--- src/shared/pkh_pkg.sv ---
/*
 * Shared constants and types of the packet handler configuration block.
 * Assumes a 32-bit AXI4-Lite register bus and a packet engine on the same clock.
 */
package pkh_pkg;

	// Register indices; byte address is four times the index
	localparam logic [5:0] IDX_PAYLOAD_LEN = 6'h1C;
	localparam logic [5:0] IDX_NODE_ADDR   = 6'h1D;
	localparam logic [5:0] IDX_PKT_CFG     = 6'h1E;
	localparam logic [5:0] IDX_FIFO_CRC    = 6'h1F;
	localparam logic [5:0] IDX_IRQ_STAT    = 6'h20;
	localparam logic [5:0] IDX_IRQ_MASK    = 6'h21;

	// Reset values
	localparam logic [7:0] RST_PKT_CFG  = 8'h48;
	localparam logic [7:0] RST_FIFO_CRC = 8'h00;
	localparam logic [7:0] RST_BYTE     = 8'h00;

	// packet_config fields
	localparam int PC_LEN_FMT = 7;
	localparam int PC_PRE_LO  = 5;
	localparam int PC_WHITEN  = 4;
	localparam int PC_CRC_EN  = 3;
	localparam int PC_FILT_LO = 1;
	localparam int PC_CRC_OK  = 0;
	// fifo_crc_config fields; bits 5..0 reserved, read as zero
	localparam int FC_AUTOFLUSH_DIS = 7;
	localparam int FC_FIFO_DIR      = 6;
	localparam logic [7:0] FC_WR_MASK = 8'hC0;
	localparam logic [7:0] PC_WR_MASK = 8'hFE;

	// Broadcast addresses accepted by the wider filter modes
	localparam logic [7:0] ADDR_ZERO = 8'h00;
	localparam logic [7:0] ADDR_ONES = 8'hFF;

	// Interrupt status bits
	localparam int IRQ_W        = 4;
	localparam int IRQ_CRC_OK   = 0;
	localparam int IRQ_CRC_FAIL = 1;
	localparam int IRQ_ADDR_REJ = 2;
	localparam int IRQ_LEN_REJ  = 3;

	localparam logic [1:0] RESP_OKAY   = 2'h0;
	localparam logic [1:0] RESP_SLVERR = 2'h2;

	typedef enum logic [1:0] {
		PKH_FILT_OFF  = 2'b00,
		PKH_FILT_NODE = 2'b01,
		PKH_FILT_ZERO = 2'b10,
		PKH_FILT_BOTH = 2'b11
	} pkh_filt_mode_t;

	// Settings handed to the packet engine
	typedef struct packed {
		logic           len_fixed;
		logic [2:0]     preamble_bytes;
		logic           whiten_en;
		logic           crc_proc_en;
		pkh_filt_mode_t addr_filter_mode;
	} pkh_cfg_t;

	// End of a received packet
	typedef struct packed {
		logic valid;
		logic crc_pass;
	} pkh_rx_end_t;

endpackage : pkh_pkg

--- src/pkh_addr_filter.sv ---
/*
 * Received address filter: one accept or reject pulse per offered address.
 * Assumes addresses arrive as one-cycle strobes from logic on clk_i.
 */
module pkh_addr_filter (
	input  wire logic                   clk_i,
	input  wire logic                   rst_i,
	input  wire pkh_pkg::pkh_filt_mode_t mode_i,
	input  wire logic [7:0]             node_addr_i,
	input  wire logic                   addr_valid_i,
	input  wire logic [7:0]             addr_i,
	output logic                        accept_o,
	output logic                        reject_o
);

	////////////////////////////////////////////////////////////////////////
	// Match terms and mode selection
	wire logic is_node = (addr_i == node_addr_i);       // see RQ13
	wire logic is_zero = (addr_i == pkh_pkg::ADDR_ZERO);
	wire logic is_ones = (addr_i == pkh_pkg::ADDR_ONES);
	wire logic pass    = (mode_i == pkh_pkg::PKH_FILT_OFF)                       // see RQ5
	                   | (mode_i == pkh_pkg::PKH_FILT_NODE & is_node)            // see RQ5
	                   | (mode_i == pkh_pkg::PKH_FILT_ZERO & (is_node | is_zero)) // see RQ6
	                   | (mode_i == pkh_pkg::PKH_FILT_BOTH & (is_node | is_zero | is_ones)); // see RQ7

	// Verdict is registered so downstream sees a clean pulse
	always_ff @(posedge clk_i) begin
		if (rst_i) begin
			accept_o <= 1'b0;
			reject_o <= 1'b0;
		end else begin
			accept_o <= addr_valid_i & pass;
			reject_o <= addr_valid_i & ~pass;
		end
	end

	////////////////////////////////////////////////////////////////////////
	AST_FILT_OFF: assert property (@(posedge clk_i) disable iff (rst_i) // see RQ5
		addr_valid_i && mode_i == pkh_pkg::PKH_FILT_OFF |=> accept_o && !reject_o)
		else $error("filter off must accept");
	AST_FILT_NODE: assert property (@(posedge clk_i) disable iff (rst_i) // see RQ13
		addr_valid_i && mode_i != pkh_pkg::PKH_FILT_OFF && addr_i == node_addr_i |=> accept_o)
		else $error("node address rejected");
	AST_FILT_ZERO: assert property (@(posedge clk_i) disable iff (rst_i) // see RQ6
		addr_valid_i && addr_i == pkh_pkg::ADDR_ZERO && addr_i != node_addr_i |=>
		accept_o == ($past(mode_i) inside {pkh_pkg::PKH_FILT_OFF, pkh_pkg::PKH_FILT_ZERO,
		pkh_pkg::PKH_FILT_BOTH}))
		else $error("zero address verdict wrong");
	AST_FILT_ONES: assert property (@(posedge clk_i) disable iff (rst_i) // see RQ7
		addr_valid_i && addr_i == pkh_pkg::ADDR_ONES && addr_i != node_addr_i && mode_i != pkh_pkg::PKH_FILT_OFF
		|=> reject_o == ($past(mode_i) != pkh_pkg::PKH_FILT_BOTH))
		else $error("ones address verdict wrong");

endmodule : pkh_addr_filter

--- src/pkh_packet_cfg.sv ---
/*
 * Packet handler configuration and status: AXI4-Lite registers, address
 * filtering, length limit, CRC status, FIFO auto flush and standby access.
 * Assumes the packet engine runs on clk_i and gives one-cycle strobes.
 */
// Our own choice: the AXI4-Lite slave port.
// Functional notes
// RQ1 - Length format bit selects variable or fixed
// RQ2 - Two-bit preamble field gives one to four bytes
// RQ3 - Whitening bit enables whitening and de-whitening
// RQ4 - CRC enable bit controls CRC generate and check
// RQ5 - Filter code 00 off, 01 node only
// RQ6 - Filter code 10 accepts node or 0x00
// RQ7 - Filter code 11 accepts node, 0x00, 0xFF
// RQ8 - Read-only CRC flag: 1 pass, 0 fail
// RQ9 - Auto flush FIFO on CRC fail unless disabled
// RQ10 - Standby FIFO access direction: 1 read, 0 write
// RQ11 - Host leaves reserved low bits at zero
// RQ12 - Payload length: maximum in variable, exact fixed
// RQ13 - Filter compares against eight-bit node address
// RQ14 - CRC flag updated once per packet end
module pkh_packet_cfg #(
	parameter int ADDR_W = 8
) (
	input  wire logic                clk_i,
	input  wire logic                rst_i,
	// AXI4-Lite slave
	input  wire logic [ADDR_W-1:0]   s_axi_awaddr_i,
	input  wire logic                s_axi_awvalid_i,
	output logic                     s_axi_awready_o,
	input  wire logic [31:0]         s_axi_wdata_i,
	input  wire logic [3:0]          s_axi_wstrb_i,
	input  wire logic                s_axi_wvalid_i,
	output logic                     s_axi_wready_o,
	output logic [1:0]               s_axi_bresp_o,
	output logic                     s_axi_bvalid_o,
	input  wire logic                s_axi_bready_i,
	input  wire logic [ADDR_W-1:0]   s_axi_araddr_i,
	input  wire logic                s_axi_arvalid_i,
	output logic                     s_axi_arready_o,
	output logic [31:0]              s_axi_rdata_o,
	output logic [1:0]               s_axi_rresp_o,
	output logic                     s_axi_rvalid_o,
	input  wire logic                s_axi_rready_i,
	// Packet engine side
	output pkh_pkg::pkh_cfg_t        cfg_o,
	output logic [6:0]               payload_len_o,
	input  wire logic                rx_addr_valid_i,
	input  wire logic [7:0]          rx_addr_i,
	output logic                     addr_accept_o,
	output logic                     addr_reject_o,
	input  wire logic                rx_len_valid_i,
	input  wire logic [7:0]          rx_len_i,
	output logic                     len_reject_o,
	input  wire pkh_pkg::pkh_rx_end_t rx_end_i,
	output logic                     fifo_flush_o,
	input  wire logic                standby_i,
	input  wire logic                fifo_access_i,
	output logic                     fifo_rd_o,
	output logic                     fifo_wr_o,
	output logic                     irq_o
);

	typedef enum logic [0:0] {
		PKH_RD_IDLE = 1'b0,
		PKH_RD_DATA = 1'b1
	} pkh_rd_state_t;

	////////////////////////////////////////////////////////////////////////
	// Register storage
	localparam int IRQ_W_L = pkh_pkg::IRQ_W;
	logic [7:0]         pkt_cfg;
	logic [7:0]         fifo_crc;
	logic [6:0]         payload_len;
	logic [7:0]         node_addr;
	logic [IRQ_W_L-1:0] irq_stat;
	logic [IRQ_W_L-1:0] irq_mask;
	logic               crc_ok_flag;

	// Write channel holding stage and read state
	logic              aw_full;
	logic              w_full;
	logic [5:0]        aw_idx;
	logic [7:0]        w_byte;
	logic              w_lane0;
	pkh_rd_state_t     rd_state;
	pkh_rd_state_t     next_rd_state;

	////////////////////////////////////////////////////////////////////////
	// AXI write side: address and data taken in either order
	assign s_axi_awready_o = ~aw_full;
	assign s_axi_wready_o  = ~w_full;
	wire logic aw_take  = s_axi_awvalid_i & ~aw_full;
	wire logic w_take   = s_axi_wvalid_i & ~w_full;
	// A second write waits while its response is still unanswered
	wire logic wr_fire  = aw_full & w_full & ~s_axi_bvalid_o;
	wire logic wr_pkt   = wr_fire & w_lane0 & (aw_idx == pkh_pkg::IDX_PKT_CFG);
	wire logic wr_fifo  = wr_fire & w_lane0 & (aw_idx == pkh_pkg::IDX_FIFO_CRC);
	wire logic wr_plen  = wr_fire & w_lane0 & (aw_idx == pkh_pkg::IDX_PAYLOAD_LEN);
	wire logic wr_node  = wr_fire & w_lane0 & (aw_idx == pkh_pkg::IDX_NODE_ADDR);
	wire logic wr_stat  = wr_fire & w_lane0 & (aw_idx == pkh_pkg::IDX_IRQ_STAT);
	wire logic wr_mask  = wr_fire & w_lane0 & (aw_idx == pkh_pkg::IDX_IRQ_MASK);
	wire logic wr_hit   = aw_idx inside {pkh_pkg::IDX_PKT_CFG, pkh_pkg::IDX_FIFO_CRC,
		pkh_pkg::IDX_PAYLOAD_LEN, pkh_pkg::IDX_NODE_ADDR, pkh_pkg::IDX_IRQ_STAT,
		pkh_pkg::IDX_IRQ_MASK};

	// Holding registers for address and data beats
	always_ff @(posedge clk_i) begin
		if (rst_i) begin
			aw_full <= 1'b0;
			w_full  <= 1'b0;
			aw_idx  <= 6'h00;
			w_byte  <= 8'h00;
			w_lane0 <= 1'b0;
		end else begin
			if (aw_take) begin
				aw_full <= 1'b1;
				aw_idx  <= s_axi_awaddr_i[7:2];
			end else if (wr_fire) begin
				aw_full <= 1'b0;
			end
			if (w_take) begin
				w_full  <= 1'b1;
				w_byte  <= s_axi_wdata_i[7:0];
				w_lane0 <= s_axi_wstrb_i[0];
			end else if (wr_fire) begin
				w_full <= 1'b0;
			end
		end
	end

	// Write response; unmapped addresses answer SLVERR
	always_ff @(posedge clk_i) begin
		if (rst_i) begin
			s_axi_bvalid_o <= 1'b0;
			s_axi_bresp_o  <= pkh_pkg::RESP_OKAY;
		end else if (wr_fire) begin
			s_axi_bvalid_o <= 1'b1;
			s_axi_bresp_o  <= wr_hit ? pkh_pkg::RESP_OKAY : pkh_pkg::RESP_SLVERR;
		end else if (s_axi_bready_i) begin
			s_axi_bvalid_o <= 1'b0;
		end
	end

	////////////////////////////////////////////////////////////////////////
	// Configuration registers; crc flag and reserved bits are not writable
	always_ff @(posedge clk_i) begin
		if (rst_i) begin
			pkt_cfg     <= pkh_pkg::RST_PKT_CFG;              // see RQ1
			fifo_crc    <= pkh_pkg::RST_FIFO_CRC;             // see RQ9
			payload_len <= pkh_pkg::RST_BYTE[6:0];
			node_addr   <= pkh_pkg::RST_BYTE;
			irq_mask    <= pkh_pkg::RST_BYTE[IRQ_W_L-1:0];
		end else begin
			if (wr_pkt)
				pkt_cfg <= w_byte & pkh_pkg::PC_WR_MASK;
			// Reserved low bits forced to zero whatever the host writes
			if (wr_fifo)
				fifo_crc <= w_byte & pkh_pkg::FC_WR_MASK;    // see RQ11
			if (wr_plen)
				payload_len <= w_byte[6:0];
			if (wr_node)
				node_addr <= w_byte;                          // see RQ13
			if (wr_mask)
				irq_mask <= w_byte[IRQ_W_L-1:0];
		end
	end

	////////////////////////////////////////////////////////////////////////
	// Settings decoded for the packet engine
	wire logic autoflush_dis = fifo_crc[pkh_pkg::FC_AUTOFLUSH_DIS];
	wire logic fifo_dir_rd   = fifo_crc[pkh_pkg::FC_FIFO_DIR];
	wire logic len_fixed     = ~pkt_cfg[pkh_pkg::PC_LEN_FMT];  // see RQ1
	wire logic crc_en        = pkt_cfg[pkh_pkg::PC_CRC_EN];
	assign cfg_o.len_fixed        = len_fixed;                  // see RQ1
	// Code n means n+1 bytes of preamble
	assign cfg_o.preamble_bytes   = {1'b0, pkt_cfg[pkh_pkg::PC_PRE_LO +: 2]} + 3'h1; // see RQ2
	assign cfg_o.whiten_en        = pkt_cfg[pkh_pkg::PC_WHITEN]; // see RQ3
	assign cfg_o.crc_proc_en      = crc_en;                       // see RQ4
	assign cfg_o.addr_filter_mode = pkh_pkg::pkh_filt_mode_t'(pkt_cfg[pkh_pkg::PC_FILT_LO +: 2]);
	assign payload_len_o          = payload_len;                  // see RQ12

	////////////////////////////////////////////////////////////////////////
	// Address filter
	pkh_addr_filter u_pkh_addr_filter (
		.clk_i        (clk_i),
		.rst_i        (rst_i),
		.mode_i       (cfg_o.addr_filter_mode),
		.node_addr_i  (node_addr),
		.addr_valid_i (rx_addr_valid_i),
		.addr_i       (rx_addr_i),
		.accept_o     (addr_accept_o),
		.reject_o     (addr_reject_o)
	);

	////////////////////////////////////////////////////////////////////////
	// Length limit applies only to variable length; fixed uses the exact value
	wire logic len_over  = rx_len_valid_i & ~len_fixed & (rx_len_i > {1'b0, payload_len}); // see RQ12
	// CRC result only counts when checking is on; otherwise the flag holds
	wire logic crc_check = rx_end_i.valid & crc_en;                 // see RQ4
	wire logic crc_fail  = crc_check & ~rx_end_i.crc_pass;
	wire logic flush_now = crc_fail & ~autoflush_dis;               // see RQ9
	wire logic fifo_hit  = standby_i & fifo_access_i;

	// Packet status and strobes
	always_ff @(posedge clk_i) begin
		if (rst_i) begin
			crc_ok_flag  <= 1'b0;
			len_reject_o <= 1'b0;
			fifo_flush_o <= 1'b0;
			fifo_rd_o    <= 1'b0;
			fifo_wr_o    <= 1'b0;
		end else begin
			if (crc_check)
				crc_ok_flag <= rx_end_i.crc_pass;           // see RQ8 see RQ14
			len_reject_o <= len_over;
			fifo_flush_o <= flush_now;                     // see RQ9
			fifo_rd_o    <= fifo_hit & fifo_dir_rd;        // see RQ10
			fifo_wr_o    <= fifo_hit & ~fifo_dir_rd;       // see RQ10
		end
	end

	////////////////////////////////////////////////////////////////////////
	// Interrupt status: a new event wins over a same-cycle write-one clear
	wire logic [IRQ_W_L-1:0] irq_evt = {len_over, addr_reject_o, crc_fail, crc_check & rx_end_i.crc_pass};
	wire logic [IRQ_W_L-1:0] irq_clr = wr_stat ? w_byte[IRQ_W_L-1:0] : {IRQ_W_L{1'b0}};
	always_ff @(posedge clk_i) begin
		if (rst_i)
			irq_stat <= pkh_pkg::RST_BYTE[IRQ_W_L-1:0];
		else
			irq_stat <= (irq_stat & ~irq_clr) | irq_evt;
	end
	assign irq_o = |(irq_stat & irq_mask);

	////////////////////////////////////////////////////////////////////////
	// AXI read side
	wire logic [5:0] ar_idx  = s_axi_araddr_i[7:2];
	wire logic       ar_take = s_axi_arvalid_i & (rd_state == PKH_RD_IDLE);
	assign s_axi_arready_o = (rd_state == PKH_RD_IDLE);
	assign s_axi_rvalid_o  = (rd_state == PKH_RD_DATA);
	// Flag byte reads show live packet status in bit 0
	wire logic [7:0] pkt_rd  = pkt_cfg | {7'h00, crc_ok_flag};      // see RQ8
	wire logic       rd_hit  = ar_idx inside {pkh_pkg::IDX_PKT_CFG, pkh_pkg::IDX_FIFO_CRC,
		pkh_pkg::IDX_PAYLOAD_LEN, pkh_pkg::IDX_NODE_ADDR, pkh_pkg::IDX_IRQ_STAT,
		pkh_pkg::IDX_IRQ_MASK};
	wire logic [7:0] rd_byte =
		(ar_idx == pkh_pkg::IDX_PKT_CFG)     ? pkt_rd :
		(ar_idx == pkh_pkg::IDX_FIFO_CRC)    ? fifo_crc :
		(ar_idx == pkh_pkg::IDX_PAYLOAD_LEN) ? {1'b0, payload_len} :
		(ar_idx == pkh_pkg::IDX_NODE_ADDR)   ? node_addr :
		(ar_idx == pkh_pkg::IDX_IRQ_STAT)    ? {4'h0, irq_stat} :
		(ar_idx == pkh_pkg::IDX_IRQ_MASK)    ? {4'h0, irq_mask} : 8'h00;

	// Read state machine
	always_comb begin
		next_rd_state = rd_state;
		case (rd_state)
			PKH_RD_IDLE: begin
				if (s_axi_arvalid_i)
					next_rd_state = PKH_RD_DATA;
			end
			PKH_RD_DATA: begin
				if (s_axi_rready_i)
					next_rd_state = PKH_RD_IDLE;
			end
			default: next_rd_state = PKH_RD_IDLE;
		endcase
	end

	// Read data register, loaded at the address handshake
	always_ff @(posedge clk_i) begin
		if (rst_i) begin
			rd_state      <= PKH_RD_IDLE;
			s_axi_rdata_o <= 32'h0000_0000;
			s_axi_rresp_o <= pkh_pkg::RESP_OKAY;
		end else begin
			rd_state <= next_rd_state;
			if (ar_take) begin
				s_axi_rdata_o <= {24'h00_0000, rd_byte};
				s_axi_rresp_o <= rd_hit ? pkh_pkg::RESP_OKAY : pkh_pkg::RESP_SLVERR;
			end
		end
	end

	////////////////////////////////////////////////////////////////////////
	AST_LEN_FMT: assert property (@(posedge clk_i) disable iff (rst_i) // see RQ1
		wr_pkt |=> cfg_o.len_fixed == !$past(w_byte[pkh_pkg::PC_LEN_FMT]))
		else $error("length format not taken from write");
	AST_PREAMBLE: assert property (@(posedge clk_i) disable iff (rst_i) // see RQ2
		wr_pkt |=> cfg_o.preamble_bytes == {1'b0, $past(w_byte[pkh_pkg::PC_PRE_LO +: 2])} + 3'h1)
		else $error("preamble length wrong");
	AST_WHITEN: assert property (@(posedge clk_i) disable iff (rst_i) // see RQ3
		wr_pkt |=> cfg_o.whiten_en == $past(w_byte[pkh_pkg::PC_WHITEN])
		&& cfg_o.crc_proc_en == $past(w_byte[pkh_pkg::PC_CRC_EN]))
		else $error("whiten or crc enable not taken");
	AST_CRC_FLAG: assert property (@(posedge clk_i) disable iff (rst_i) // see RQ8
		rx_end_i.valid && crc_en |=> crc_ok_flag == $past(rx_end_i.crc_pass))
		else $error("crc flag does not follow result");
	AST_CRC_HOLD: assert property (@(posedge clk_i) disable iff (rst_i) // see RQ14
		!(rx_end_i.valid && crc_en) |=> $stable(crc_ok_flag))
		else $error("crc flag changed without packet end");
	AST_FLUSH: assert property (@(posedge clk_i) disable iff (rst_i) // see RQ9
		rx_end_i.valid |=> fifo_flush_o == ($past(crc_en) && !$past(rx_end_i.crc_pass)
		&& !$past(autoflush_dis)))
		else $error("auto flush decision wrong");
	AST_FIFO_DIR: assert property (@(posedge clk_i) disable iff (rst_i) // see RQ10
		standby_i && fifo_access_i |=> (fifo_rd_o != fifo_wr_o) && fifo_rd_o == $past(fifo_dir_rd))
		else $error("standby fifo direction wrong");
	AST_LEN_MAX: assert property (@(posedge clk_i) disable iff (rst_i) // see RQ12
		rx_len_valid_i && len_fixed |=> !len_reject_o)
		else $error("length rejected in fixed format");
	AST_RSV_ZERO: assert property (@(posedge clk_i) disable iff (rst_i) // see RQ11
		wr_fifo |=> (fifo_crc & ~pkh_pkg::FC_WR_MASK) == 8'h00)
		else $error("reserved bits stored");

endmodule : pkh_packet_cfg

--- config.mk ---
export PLATFORM = sky130hd
export DESIGN_NAME = pkh_packet_cfg
export DESIGN_NICKNAME = d
export VERILOG_FILES = /design/src/shared/pkh_pkg.sv /design/src/pkh_addr_filter.sv /design/src/pkh_packet_cfg.sv
export SDC_FILE = /design/constraint.sdc
export NUM_CORES = 1
export LEC_CHECK = 0
export BUFFER_PORTS_ARGS = -buffer_cell sky130_fd_sc_hd__buf_2
export CAP_MARGIN = 15
export CORE_MARGIN = 1.5
export CORE_UTILIZATION = 43
export CTS_CLUSTER_DIAMETER = 30
export DETAILED_ROUTE_END_ITERATION = 12
export GPL_TIMING_DRIVEN = 1
export HOLD_SLACK_MARGIN = 0.08
export PLACE_DENSITY = 0.84
export SYNTH_ARGS = -nofsm -noshare
export SYNTH_HDL_FRONTEND = slang
export SYNTH_HIERARCHICAL = 1
export SYNTH_SLANG_ARGS = --single-unit
--- constraint.sdc ---
create_clock -name clk_i -period 1.54 [get_ports clk_i]
set_input_delay 0 -clock clk_i [delete_from_list [all_inputs] [get_ports clk_i]]
set_output_delay 0 -clock clk_i [all_outputs]
set_load 0.05 [all_outputs]
* Yosys cells after proc, flatten, opt, wreduce, memory -nomap -nowiden
Cells that the tools add are included.
** Cells by class
- $add $sub $neg :: 1
- $lt $le $gt $ge :: 1
- Equal/unequal tests :: 17
- Mux-type cells :: 17
- Bitwise operators :: 45
- Reduce and logical (&&, ||, !) cells :: 8
** Operators by type and width (count)
- 6-bit by 5-bit == test with 1-bit output, second input constant :: 8
- 8-bit 2-to-1 mux :: 4
- 1-bit AND :: 26
- 6-bit == test, second input constant :: 4
- 4-bit 2-to-1 mux :: 3
- 6-bit nonzero test :: 2
- 1-bit NOT :: 9
- 4-bit AND :: 2
- 8-bit == test :: 1
- 8-bit == test, second input constant :: 1
- 8-bit by 7-bit > comparator with 1-bit output :: 1
- 8-bit logical NOT :: 1
- 8-bit by 1-bit bitwise OR with 8-bit output :: 1
- 1-bit 2-to-1 mux :: 7
- 2-bit nonzero test :: 3
- 1-bit bitwise OR :: 5
- 2-bit == test, second input constant :: 2
- 2-bit 2-to-1 mux :: 2
- 4-bit NOT :: 1
- 4-bit bitwise OR :: 1
- 4-bit OR reduction :: 1
- 2-bit by 1-bit adder with 3-bit output, second input constant :: 1
- 2-bit by 1-bit == test with 1-bit output, second input constant :: 1
- 2-bit logical NOT :: 1
- 1-bit case mux with 2 select lines :: 1
** Storage, ports and cells
- Register bits after elaboration :: 70
- Input bits :: 81
- Output and inout port bits :: 63
- Word-level logic and storage cells :: 112

* Logic depth before layout (Yosys ltp)
Gate-level depths: netlist of the first run.
- Word-level depth :: 8
- Gate-level depth with buffers :: 6
- Mapped depth without buffers :: 6

* Hierarchy
The synthesis of the first run kept the hierarchy.
** Modules (own cells, without submodules)
- pkh_packet_cfg :: instances 1, cells an instance 367, area an instance 3246.9 um^2, sequential area each 1321.3 um^2
- pkh_addr_filter :: instances 1, cells an instance 25, area an instance 196.4 um^2, sequential area each 40.0 um^2

* Worst setup path before layout of the first run
Ideal clock, no wire load.
- Path kind :: register -> register
- From :: reg payload_len[5] (netlist: payload_len_o[5])
- To :: reg irq_stat[3]
- Library setup time :: 0.119 ns
- Arrival time :: 1.695 ns
- Required time :: 1.421 ns
- Setup slack :: -0.274 ns
- Cell stages (with the launch flop) :: 7
- Buffers on the path :: 0
- Clock period less this slack :: 1.814 ns
- Cell sequence :: dfxtp_1 -> inv_1 -> ha_1 -> a21o_1 -> a211oi_1 -> and3_1 -> o21bai_1
** Between the ends
- Longest elaborated chain between the ends :: 3
** RTL lines
- start: declaration :: line pkh_packet_cfg.sv:74 : logic [6:0] payload_len;
- start signal: assignment :: line pkh_packet_cfg.sv:151 : payload_len <= pkh_pkg::RST_BYTE[6:0];
- start signal: assignment :: line pkh_packet_cfg.sv:161 : payload_len <= w_byte[6:0];
- 8-bit by 7-bit > comparator with 1-bit output :: line pkh_packet_cfg.sv:198 : wire logic len_over = rx_len_valid_i & ~len_fixed & (rx_len_i > {1'b0, payload_len});
- 1-bit AND :: line pkh_packet_cfg.sv:198
- 4-bit bitwise OR :: line pkh_packet_cfg.sv:231 : irq_stat <= (irq_stat & ~irq_clr) | irq_evt;
- end signal: assignment :: line pkh_packet_cfg.sv:229 : irq_stat <= pkh_pkg::RST_BYTE[IRQ_W_L-1:0];
- end signal: assignment :: line pkh_packet_cfg.sv:231
- end: declaration :: line pkh_packet_cfg.sv:76 : logic [IRQ_W_L-1:0] irq_stat;
No other way between the ends.
A chain may end at the register's enable or synchronous reset.

* Final worst setup path of the first run
- From :: reg payload_len[5] (netlist: payload_len_o[5])
- To :: reg len_reject_o
** Between the ends
- Longest elaborated chain between the ends :: 2
** RTL lines
- 8-bit by 7-bit > comparator with 1-bit output :: line pkh_packet_cfg.sv:198
- 1-bit AND :: line pkh_packet_cfg.sv:198
- end signal: assignment :: line pkh_packet_cfg.sv:216 : len_reject_o <= len_over;
- end: declaration :: line pkh_packet_cfg.sv:54 : output logic len_reject_o,
No other way between the ends.

==> impl_metrics.xml, run 1 <==
<?xml version="1.0" encoding="UTF-8"?>
<metrics>
  <group name="logic_synthesis">
    <metric name="post-synth-top-area-fraction" unit="%">39.5</metric>
    <metric name="share_of_cell_area_taken_by_muxes_after_synthesis" unit="%">11.2</metric>
    <metric name="synth_xor_area_share" unit="%">2.03</metric>
    <metric name="synth_top_family_by_area" unit="">simple AND/OR/NAND/NOR gates</metric>
    <metric name="synth-compound-area-share" unit="%">12.3</metric>
    <metric name="yosysMostFrequentCell" unit="">sky130_fd_sc_hd__dfxtp_1</metric>
    <metric name="synth-edff-count" unit="">0</metric>
    <metric name="synth_fa_ha_area_share" unit="%">2.91</metric>
    <metric name="synth_seq_cells" unit="">68</metric>
    <metric name="ys_seq_area_share" unit="%">39.5</metric>
    <metric name="syn-instance-count" unit="">392</metric>
    <metric name="synth_top_area_cell" unit="">sky130_fd_sc_hd__dfxtp_1</metric>
    <metric name="async_reset_ff_share" unit="%">0</metric>
    <metric name="syn-mean-instance-area" unit="sq um">8.78</metric>
    <metric name="synthFlopType" unit="">sky130_fd_sc_hd__dfxtp_1</metric>
    <metric name="synth-warning-count" unit="">6</metric>
    <metric name="synth.area.top_cells" unit="">sky130_fd_sc_hd__dfxtp_1 40%, sky130_fd_sc_hd__mux2i_1 9.9%, sky130_fd_sc_hd__buf_4 7.0%, sky130_fd_sc_hd__nor2_1 5.3%, sky130_fd_sc_hd__a21oi_1 3.8%</metric>
    <metric name="post_synth_most_frequent_cells" unit="">68 x sky130_fd_sc_hd__dfxtp_1, 49 x sky130_fd_sc_hd__nor2_1, 34 x sky130_fd_sc_hd__mux2i_1, 33 x sky130_fd_sc_hd__nand2_1, 32 x sky130_fd_sc_hd__buf_4</metric>
    <metric name="post_synthesis_share_of_cell_area_spent_on_and_or_nand_and_nor_gates" unit="%">20.8</metric>
    <metric name="syn_area" unit="sq um">3440</metric>
    <metric name="yosys.cell_types.count" unit="">51</metric>
  </group>
  <group name="sta">
    <metric name="finalHoldViolCount" unit="">0</metric>
    <metric name="setup-violations-final" unit="">0</metric>
    <metric name="timing.fmax" unit="MHz">671</metric>
    <metric name="timing.final.ws_setup" unit="ns">0.0501</metric>
    <metric name="rsz_0062_raised_after_global_routing" unit="">yes</metric>
    <metric name="report.final.slew_viol_count" unit="">0</metric>
    <metric name="fin_crit_sh" unit="%">96.7</metric>
    <metric name="timing.final.crit_period" unit="ns">1.49</metric>
    <metric name="totalNegativeSetupSlack" unit="ns">0</metric>
    <metric name="final_skew" unit="ns">0.00771</metric>
    <metric name="whs" unit="ns">0.135</metric>
  </group>
  <group name="clocking">
    <metric name="cts_num_sinks" unit="">68</metric>
    <metric name="cts.reportedPaths.clkPinSlew" unit="ns">0.08</metric>
    <metric name="numCtsBuffers" unit="">9</metric>
    <metric name="ctsRootBufferMaster" unit="">sky130_fd_sc_hd__clkbuf_8</metric>
    <metric name="htree_levels" unit="">3</metric>
    <metric name="max-clock-path-buffers" unit="">2</metric>
    <metric name="worst_skew_pair_later_pin_latency" unit="ns">0.36</metric>
    <metric name="tritoncts" unit="">yes</metric>
  </group>
  <group name="die">
    <metric name="dieWidth" unit="um">92.5</metric>
    <metric name="design.die.area" unit="sq um">8550</metric>
    <metric name="row_count" unit="">32</metric>
    <metric name="die_h" unit="um">92.5</metric>
    <metric name="design.core.area" unit="sq um">7730</metric>
    <metric name="floorplan.initialDensity" unit="%">44.6</metric>
    <metric name="boundaryPins" unit="">144</metric>
  </group>
  <group name="global_routing">
    <metric name="grt_pass1_vias" unit="">3140</metric>
    <metric name="grt_antenna_before_repair" unit="">0</metric>
    <metric name="wire_length_of_the_first_global_routing_pass" unit="um">14400</metric>
    <metric name="largest_net_degree_at_the_start_of_global_routing" unit="">28</metric>
    <metric name="grt.total_usage" unit="%">21.4</metric>
    <metric name="globalRoute.totalOverflow" unit="">0</metric>
  </group>
  <group name="pwr">
    <metric name="power" unit="mW">3.99</metric>
    <metric name="ir_worst_vdd" unit="V">0.000507</metric>
    <metric name="power_leakage" unit="nW">1.98</metric>
    <metric name="powerDensity" unit="nW/um^2">877</metric>
  </group>
  <group name="route">
    <metric name="route.detailed.wl_per_inst" unit="um">14.4</metric>
    <metric name="postRouteWirelength" unit="um">8960</metric>
    <metric name="vias" unit="">3197</metric>
    <metric name="number_of_nets_with_antenna_violations_after_routing" unit="">0</metric>
    <metric name="drt_iter0_drc" unit="">132</metric>
    <metric name="number_of_iterations_in_the_first_detailed_routing_pass" unit="">4</metric>
    <metric name="via_per_inst" unit="">5.12</metric>
    <metric name="remaining_drc_errors" unit="">0</metric>
  </group>
  <group name="cells_and_area">
    <metric name="finish.cell_count_without_fillers" unit="">624</metric>
    <metric name="layout-area-overhead-vs-synth" unit="%">32.2</metric>
    <metric name="final_core_util" unit="%">58.9</metric>
    <metric name="post_route_cell_area" unit="sq um">4550</metric>
    <metric name="num_antenna_cells" unit="">0</metric>
    <metric name="filler_cell_count" unit="">666</metric>
    <metric name="fraction_of_layout_cells_with_a_size_suffix_above_1" unit="%">29.1</metric>
    <metric name="final_nets" unit="">606</metric>
  </group>
  <group name="critical_path">
    <metric name="worst-path-max-fanout" unit="">2</metric>
    <metric name="startpoint_type" unit="">register</metric>
    <metric name="crit_path_cell_trace" unit="">inv_1 -&gt; ha_4 -&gt; a21o_1 -&gt; a211oi_2 -&gt; a2111o_1 -&gt; nor2_1</metric>
    <metric name="worst-setup-path-type" unit="">reg -&gt; reg</metric>
    <metric name="critical_path_data_arrival_time" unit="ns">1.78</metric>
    <metric name="worst_ep_required_time" unit="ns">1.83</metric>
    <metric name="timing.critical_path.slowest_cell_delay" unit="ns">0.44</metric>
    <metric name="critPathSlowestCell" unit="">sky130_fd_sc_hd__a2111o_1</metric>
    <metric name="timing.critical_path.to_type" unit="">register</metric>
  </group>
  <group name="place">
    <metric name="dpl.cell_count" unit="">575</metric>
    <metric name="final_gp_congestion" unit="">0.880</metric>
    <metric name="dpl_cell_area" unit="sq um">3970</metric>
    <metric name="buffers_added_on_ports" unit="">86</metric>
    <metric name="place_ws" unit="ns">-0.0322</metric>
    <metric name="dp_hpwl" unit="um">6370</metric>
  </group>
  <group name="hold_path">
    <metric name="hold_class" unit="">in -&gt; reg</metric>
  </group>
  <group name="run_status">
    <metric name="outcome" unit="">finished clean</metric>
  </group>
  <group name="job">
    <metric name="cap_viol_max_count" unit="">0</metric>
  </group>
</metrics>
==> cell type report <==
cell class	instances	area, sq um	share of cell area (%)
Tap cell	102	128	2.80
Timing Repair Buffer	138	917	20.2
Sequential cell	68	1390	30.5
Inverter	20	75.1	1.65
Multi-Input combinational cell	280	1840	40.4
Clock inverter	6	63.8	1.40
Clock buffer	10	138	3.02
==> layout by cell type (no fill, tap or decap), types with 3 or more instances in the layout <==
| master | n |
|---|---|
| sky130_fd_sc_hd__nor2b_1 | 5 |
| sky130_fd_sc_hd__and4b_1 | 3 |
| sky130_fd_sc_hd__nand4_1 | 3 |
| sky130_fd_sc_hd__o41ai_1 | 3 |
| sky130_fd_sc_hd__nand3b_1 | 5 |
| sky130_fd_sc_hd__dfxtp_2 | 11 |
| sky130_fd_sc_hd__nor3_1 | 7 |
| sky130_fd_sc_hd__inv_1 | 19 |
| sky130_fd_sc_hd__nor2_1 | 49 |
| sky130_fd_sc_hd__a31oi_1 | 4 |
| sky130_fd_sc_hd__nand3_1 | 3 |
| sky130_fd_sc_hd__clkbuf_8 | 10 |
| sky130_fd_sc_hd__mux2i_1 | 34 |
| sky130_fd_sc_hd__buf_2 | 86 |
| sky130_fd_sc_hd__xor2_1 | 8 |
| sky130_fd_sc_hd__a221oi_1 | 3 |
| sky130_fd_sc_hd__nand2b_1 | 8 |
| sky130_fd_sc_hd__nand2_1 | 33 |
| sky130_fd_sc_hd__dfxtp_4 | 4 |
| sky130_fd_sc_hd__o21ai_0 | 6 |
| sky130_fd_sc_hd__conb_1 | 26 |
| sky130_fd_sc_hd__dfxtp_1 | 53 |
| sky130_fd_sc_hd__dlygate4sd3_1 | 32 |
| sky130_fd_sc_hd__buf_4 | 18 |
| sky130_fd_sc_hd__a22oi_1 | 6 |
| sky130_fd_sc_hd__ha_1 | 7 |
| sky130_fd_sc_hd__a21oi_1 | 26 |
==> power by group <==
group	switching (mW)	internal, mW
combinational	0.404	0.220
sequential	0.0564	1.80
clock	0.720	0.788
total	1.18	2.81
==> metal layers <==
metal	global-route usage [%]	vias up	share of wire, %
li1	-	1558	-
met1	24.4	1510	40
met2	38.5	115	52
met3	3.94	14	6.2
met4	9.62	0	1.7
met5	0	-	0
==> sequential cells by signal (all words and copies together), names as in the netlist, 2 cells and up <==
register       flops
node_addr          8
s_axi_rdata_o      8
w_byte             8
payload_len_o      7
pkt_cfg            7
aw_idx             6
irq_mask           4
irq_stat           4
fifo_crc           2
==> final timing paths <==
path                                       from                                     to  slack, ns  depth (start not counted)
setup / recovery  payload_len_o[5]$_SDFFE_PP0P_                len_reject_o$_SDFF_PP0_       0.05                          6
hold / removal                     rx_addr_i[6]  u_pkh_addr_filter/accept_o$_SDFF_PP0_       0.13                          5
setup reg to reg  payload_len_o[5]$_SDFFE_PP0P_                len_reject_o$_SDFF_PP0_       0.05                          6
hold reg to reg        crc_ok_flag$_SDFFE_PP0P_               crc_ok_flag$_SDFFE_PP0P_       0.46                          2
==> critical path: cells and delay by family, from the launching register on <==
| family | cells | cell delay [ns] |
|---|---|---|
| flip-flops | 1 | 0.34 |
| adder cells (fa/ha/maj) | 1 | 0.26 |
| buffers and inverters | 1 | 0.06 |
| AND/OR/NAND/NOR | 1 | 0.14 |
| AO/OA/AOI/OAI | 3 | 0.63 |
==> kinds of logic (layout without fill, tap and decap cells) <==
| group | after synthesis | after routing |
|---|---|---|
| muxes | 37 | 37 |
| buffers and inverters | 69 | 174 |
| adders and majority gates | 8 | 8 |
| DFF | 68 | 68 |
| xor gates and xnor gates | 8 | 8 |
| other | 1 | 26 |
| and+or+nand+nor | 135 | 135 |
| AOI/OAI and AO/OA | 66 | 66 |
==> timing repair <==
action | 4_1_cts | 5_1_grt
pin swaps | 0 | 7
gates cloned | 0 | 0
setup endpoints to repair | 7 | 16
buffers inserted | 0 | 1
hold buffers | 32 | 0
resized for setup | 4 | 11
hold endpoints to repair | 40 | 0
Power figures use the tool's default switching activity.
==> run 2: changes to the inputs <==
--- a/config.mk
+++ b/config.mk
@@ -14,6 +14,7 @@
 export GPL_TIMING_DRIVEN = 1
 export HOLD_SLACK_MARGIN = 0.08
 export PLACE_DENSITY = 0.84
+export REMOVE_ABC_BUFFERS = 1
 export SYNTH_ARGS = -nofsm -noshare
 export SYNTH_HDL_FRONTEND = slang
 export SYNTH_HIERARCHICAL = 1
==> impl_metrics.xml, run 2 (synthesis gave the netlist of run 1 again) <==
<?xml version="1.0" encoding="UTF-8"?>
<metrics>
  <group name="die">
    <metric name="dieWidth" unit="um">92.5</metric>
    <metric name="row_count" unit="">32</metric>
    <metric name="floorplan.initialDensity" unit="%">44.6</metric>
    <metric name="design.die.area" unit="sq um">8550</metric>
    <metric name="design.core.area" unit="sq um">7730</metric>
    <metric name="die_h" unit="um">92.5</metric>
    <metric name="boundaryPins" unit="">144</metric>
  </group>
  <group name="job">
    <metric name="cap_viol_max_count" unit="">0</metric>
  </group>
  <group name="cells_and_area">
    <metric name="largest_registers" unit="">node_addr x8, s_axi_rdata_o x8, w_byte x8</metric>
    <metric name="layout-area-overhead-vs-synth" unit="%">30.6</metric>
    <metric name="num_antenna_cells" unit="">0</metric>
    <metric name="most_common_cell_after_layout_fill_and_taps_aside" unit="">sky130_fd_sc_hd__buf_2</metric>
    <metric name="fraction_of_layout_cells_with_a_size_suffix_above_1" unit="%">28.4</metric>
    <metric name="final_nets" unit="">606</metric>
    <metric name="layout_common_cells" unit="">86 x sky130_fd_sc_hd__buf_2, 58 x sky130_fd_sc_hd__dfxtp_1, 49 x sky130_fd_sc_hd__nor2_1</metric>
  </group>
  <group name="route">
    <metric name="number_of_nets_with_antenna_violations_after_routing" unit="">0</metric>
    <metric name="top_signal_layer_used" unit="">met4</metric>
    <metric name="via_per_inst" unit="">5.05</metric>
    <metric name="number_of_iterations_in_the_first_detailed_routing_pass" unit="">4</metric>
    <metric name="met3_wirelength" unit="um">518</metric>
    <metric name="routedLengthMet1" unit="um">3730</metric>
    <metric name="postRouteWirelength" unit="um">8880</metric>
    <metric name="met2RoutedLength" unit="um">4440</metric>
    <metric name="drt_iter0_drc" unit="">156</metric>
    <metric name="route.detailed.wl_per_inst" unit="um">14.2</metric>
    <metric name="remaining_drc_errors" unit="">0</metric>
    <metric name="vias" unit="">3148</metric>
  </group>
  <group name="critical_path">
    <metric name="timing.critical_path.to_type" unit="">register</metric>
    <metric name="worst-path-max-fanout" unit="">2</metric>
    <metric name="regToRegEndpoint" unit="">irq_stat[3]$_SDFF_PP0_</metric>
    <metric name="startpoint_type" unit="">register</metric>
    <metric name="worst_ep_required_time" unit="ns">1.77</metric>
    <metric name="worst-setup-path-type" unit="">reg -&gt; reg</metric>
    <metric name="ff2ff_setup_slack" unit="ns">0.01</metric>
    <metric name="critPathSlowestCell" unit="">sky130_fd_sc_hd__dfxtp_2</metric>
    <metric name="critPathTopFamily" unit="">compound AO/OA/AOI/OAI gates</metric>
    <metric name="critical_path_data_arrival_time" unit="ns">1.75</metric>
    <metric name="path_buf_inv" unit="">1</metric>
    <metric name="timing.critical_path.slowest_cell_delay" unit="ns">0.35</metric>
    <metric name="crit_path_cell_trace" unit="">inv_2 -&gt; ha_4 -&gt; a21o_1 -&gt; a211oi_2 -&gt; and3_1 -&gt; o21bai_1</metric>
    <metric name="reg2reg_depth" unit="">6</metric>
    <metric name="timing.rr.start" unit="">payload_len_o[5]$_SDFFE_PP0P_</metric>
  </group>
  <group name="place">
    <metric name="buffers_added_on_ports" unit="">86</metric>
    <metric name="place_ws" unit="ns">-0.130</metric>
    <metric name="dp_hpwl" unit="um">6600</metric>
    <metric name="final_gp_congestion" unit="">0.863</metric>
  </group>
  <group name="pwr">
    <metric name="power_leakage" unit="nW">1.98</metric>
    <metric name="powerDensity" unit="nW/um^2">843</metric>
    <metric name="ir_worst_vdd" unit="V">0.000458</metric>
    <metric name="power" unit="mW">3.79</metric>
  </group>
  <group name="sta">
    <metric name="report.final.slew_viol_count" unit="">0</metric>
    <metric name="totalNegativeSetupSlack" unit="ns">0</metric>
    <metric name="finalHoldViolCount" unit="">0</metric>
    <metric name="timing.final.ws_setup" unit="ns">0.0127</metric>
    <metric name="timing.fmax" unit="MHz">655</metric>
    <metric name="timing.final.crit_period" unit="ns">1.53</metric>
    <metric name="setup-violations-final" unit="">0</metric>
    <metric name="rsz_0062_raised_after_global_routing" unit="">yes</metric>
    <metric name="fin_crit_sh" unit="%">99.2</metric>
    <metric name="final_skew" unit="ns">0.0106</metric>
    <metric name="whs" unit="ns">0.120</metric>
  </group>
  <group name="hold_path">
    <metric name="hold_class" unit="">in -&gt; reg</metric>
    <metric name="min_delay_worst_endpoint" unit="">s_axi_rdata_o[3]$_SDFFE_PP0P_</metric>
    <metric name="min_from" unit="">s_axi_araddr_i[6]</metric>
    <metric name="worst_hold_path.num_cells" unit="">4</metric>
  </group>
  <group name="clocking">
    <metric name="worst_skew_pair_later_pin_latency" unit="ns">0.34</metric>
    <metric name="numCtsBuffers" unit="">9</metric>
    <metric name="ctsRootBufferMaster" unit="">sky130_fd_sc_hd__clkbuf_8</metric>
    <metric name="htree_levels" unit="">3</metric>
    <metric name="cts.reportedPaths.clkPinSlew" unit="ns">0.08</metric>
    <metric name="max-clock-path-buffers" unit="">2</metric>
    <metric name="cts_num_sinks" unit="">68</metric>
    <metric name="tritoncts" unit="">yes</metric>
  </group>
  <group name="global_routing">
    <metric name="grt_pass1_vias" unit="">3152</metric>
    <metric name="wire_length_of_the_first_global_routing_pass" unit="um">14600</metric>
    <metric name="grt_antenna_before_repair" unit="">0</metric>
    <metric name="largest_net_degree_at_the_start_of_global_routing" unit="">26</metric>
    <metric name="globalRoute.totalOverflow" unit="">0</metric>
    <metric name="grt.total_usage" unit="%">21.6</metric>
  </group>
  <group name="run_status">
    <metric name="outcome" unit="">finished clean</metric>
  </group>
</metrics>
## run 2: cell count changes in the layout (fill, tap and decap cells not counted), sizes merged
cell / before / now
clkinv: 3 / 2
clkinvlp: 2 / 0
clkbuf: 10 / 13
bufinv: 1 / 0
dlygate4sd3: 32 / 28
buf: 106 / 110
## run 2: worst max-delay path by stage
stage	endpoint	cells past startpoint	startpoint
floorplan	node_addr[0]$_SDFFE_PP0P_	4	s_axi_bvalid_o$_SDFFE_PP0P_
global placement	irq_stat[3]$_SDFF_PP0_	6	payload_len_o[5]$_SDFFE_PP0P_
detailed placement	irq_stat[3]$_SDFF_PP0_	6	payload_len_o[5]$_SDFFE_PP0P_
CTS	irq_stat[3]$_SDFF_PP0_	6	payload_len_o[5]$_SDFFE_PP0P_
global route	node_addr[4]$_SDFFE_PP0P_	5	aw_idx[5]$_SDFFE_PP0P_
finish	irq_stat[3]$_SDFF_PP0_	6	payload_len_o[5]$_SDFFE_PP0P_
## run 2: cell type report
| cell class | count | area [sq um] |
|---|---|---|
| multi-input cells | 280 | 1850 |
| flip-flops and latches | 68 | 1380 |
| repair buffers | 138 | 895 |
| clock buffers | 13 | 159 |
| inverters | 20 | 75.1 |
| fillers | 688 | 3230 |
| clock inverters | 2 | 10.0 |
| well taps | 102 | 128 |
## run 2: worst register-to-register path: cells and delay by family, from the launching register on
kind / cells / cell delay [ns]
AOI/OAI and AO/OA: 3 / 0.56
adders and majority gates: 1 / 0.23
buffers and inverters: 1 / 0.05
DFF: 1 / 0.35
and+or+nand+nor: 1 / 0.23
## run 2: what timing repair did
action | CTS | global route
endpoints found under the hold margin | 34 | 0
pin swaps | 3 | 3
buffers inserted | 1 | 0
endpoints found under the setup margin | 14 | 20
hold buffers | 28 | 0
gates resized for setup | 7 | 12
## run 2: metrics by stage
step | cell area (sq um) | cells | util (%)
3_5_place_dp | 3970 | 579 | 51.3
4_1_cts | 4460 | 623 | 57.8
2_1_floorplan | 3230 | 368 | -
6_report | 4500 | 623 | 58.2
3_3_place_gp | 3970 | 579 | 51.3
5_1_grt | 4500 | 623 | 58.2
## run 2: power by group
part / switching [mW] / leakage, nW / internal [mW] / total (mW)
clock: 0.642 / 0.0893 / 0.660 / 1.30
sequential: 0.0519 / 0.556 / 1.81 / 1.86
combinational: 0.408 / 1.34 / 0.221 / 0.629
## run 2: routing by layer
metal | vias to the layer above | GRT usage, %
li1 | 1548 | -
met1 | 1473 | 25.5
met2 | 109 | 37.9
met3 | 18 | 5.34
met4 | 0 | 7.31
met5 | - | 0
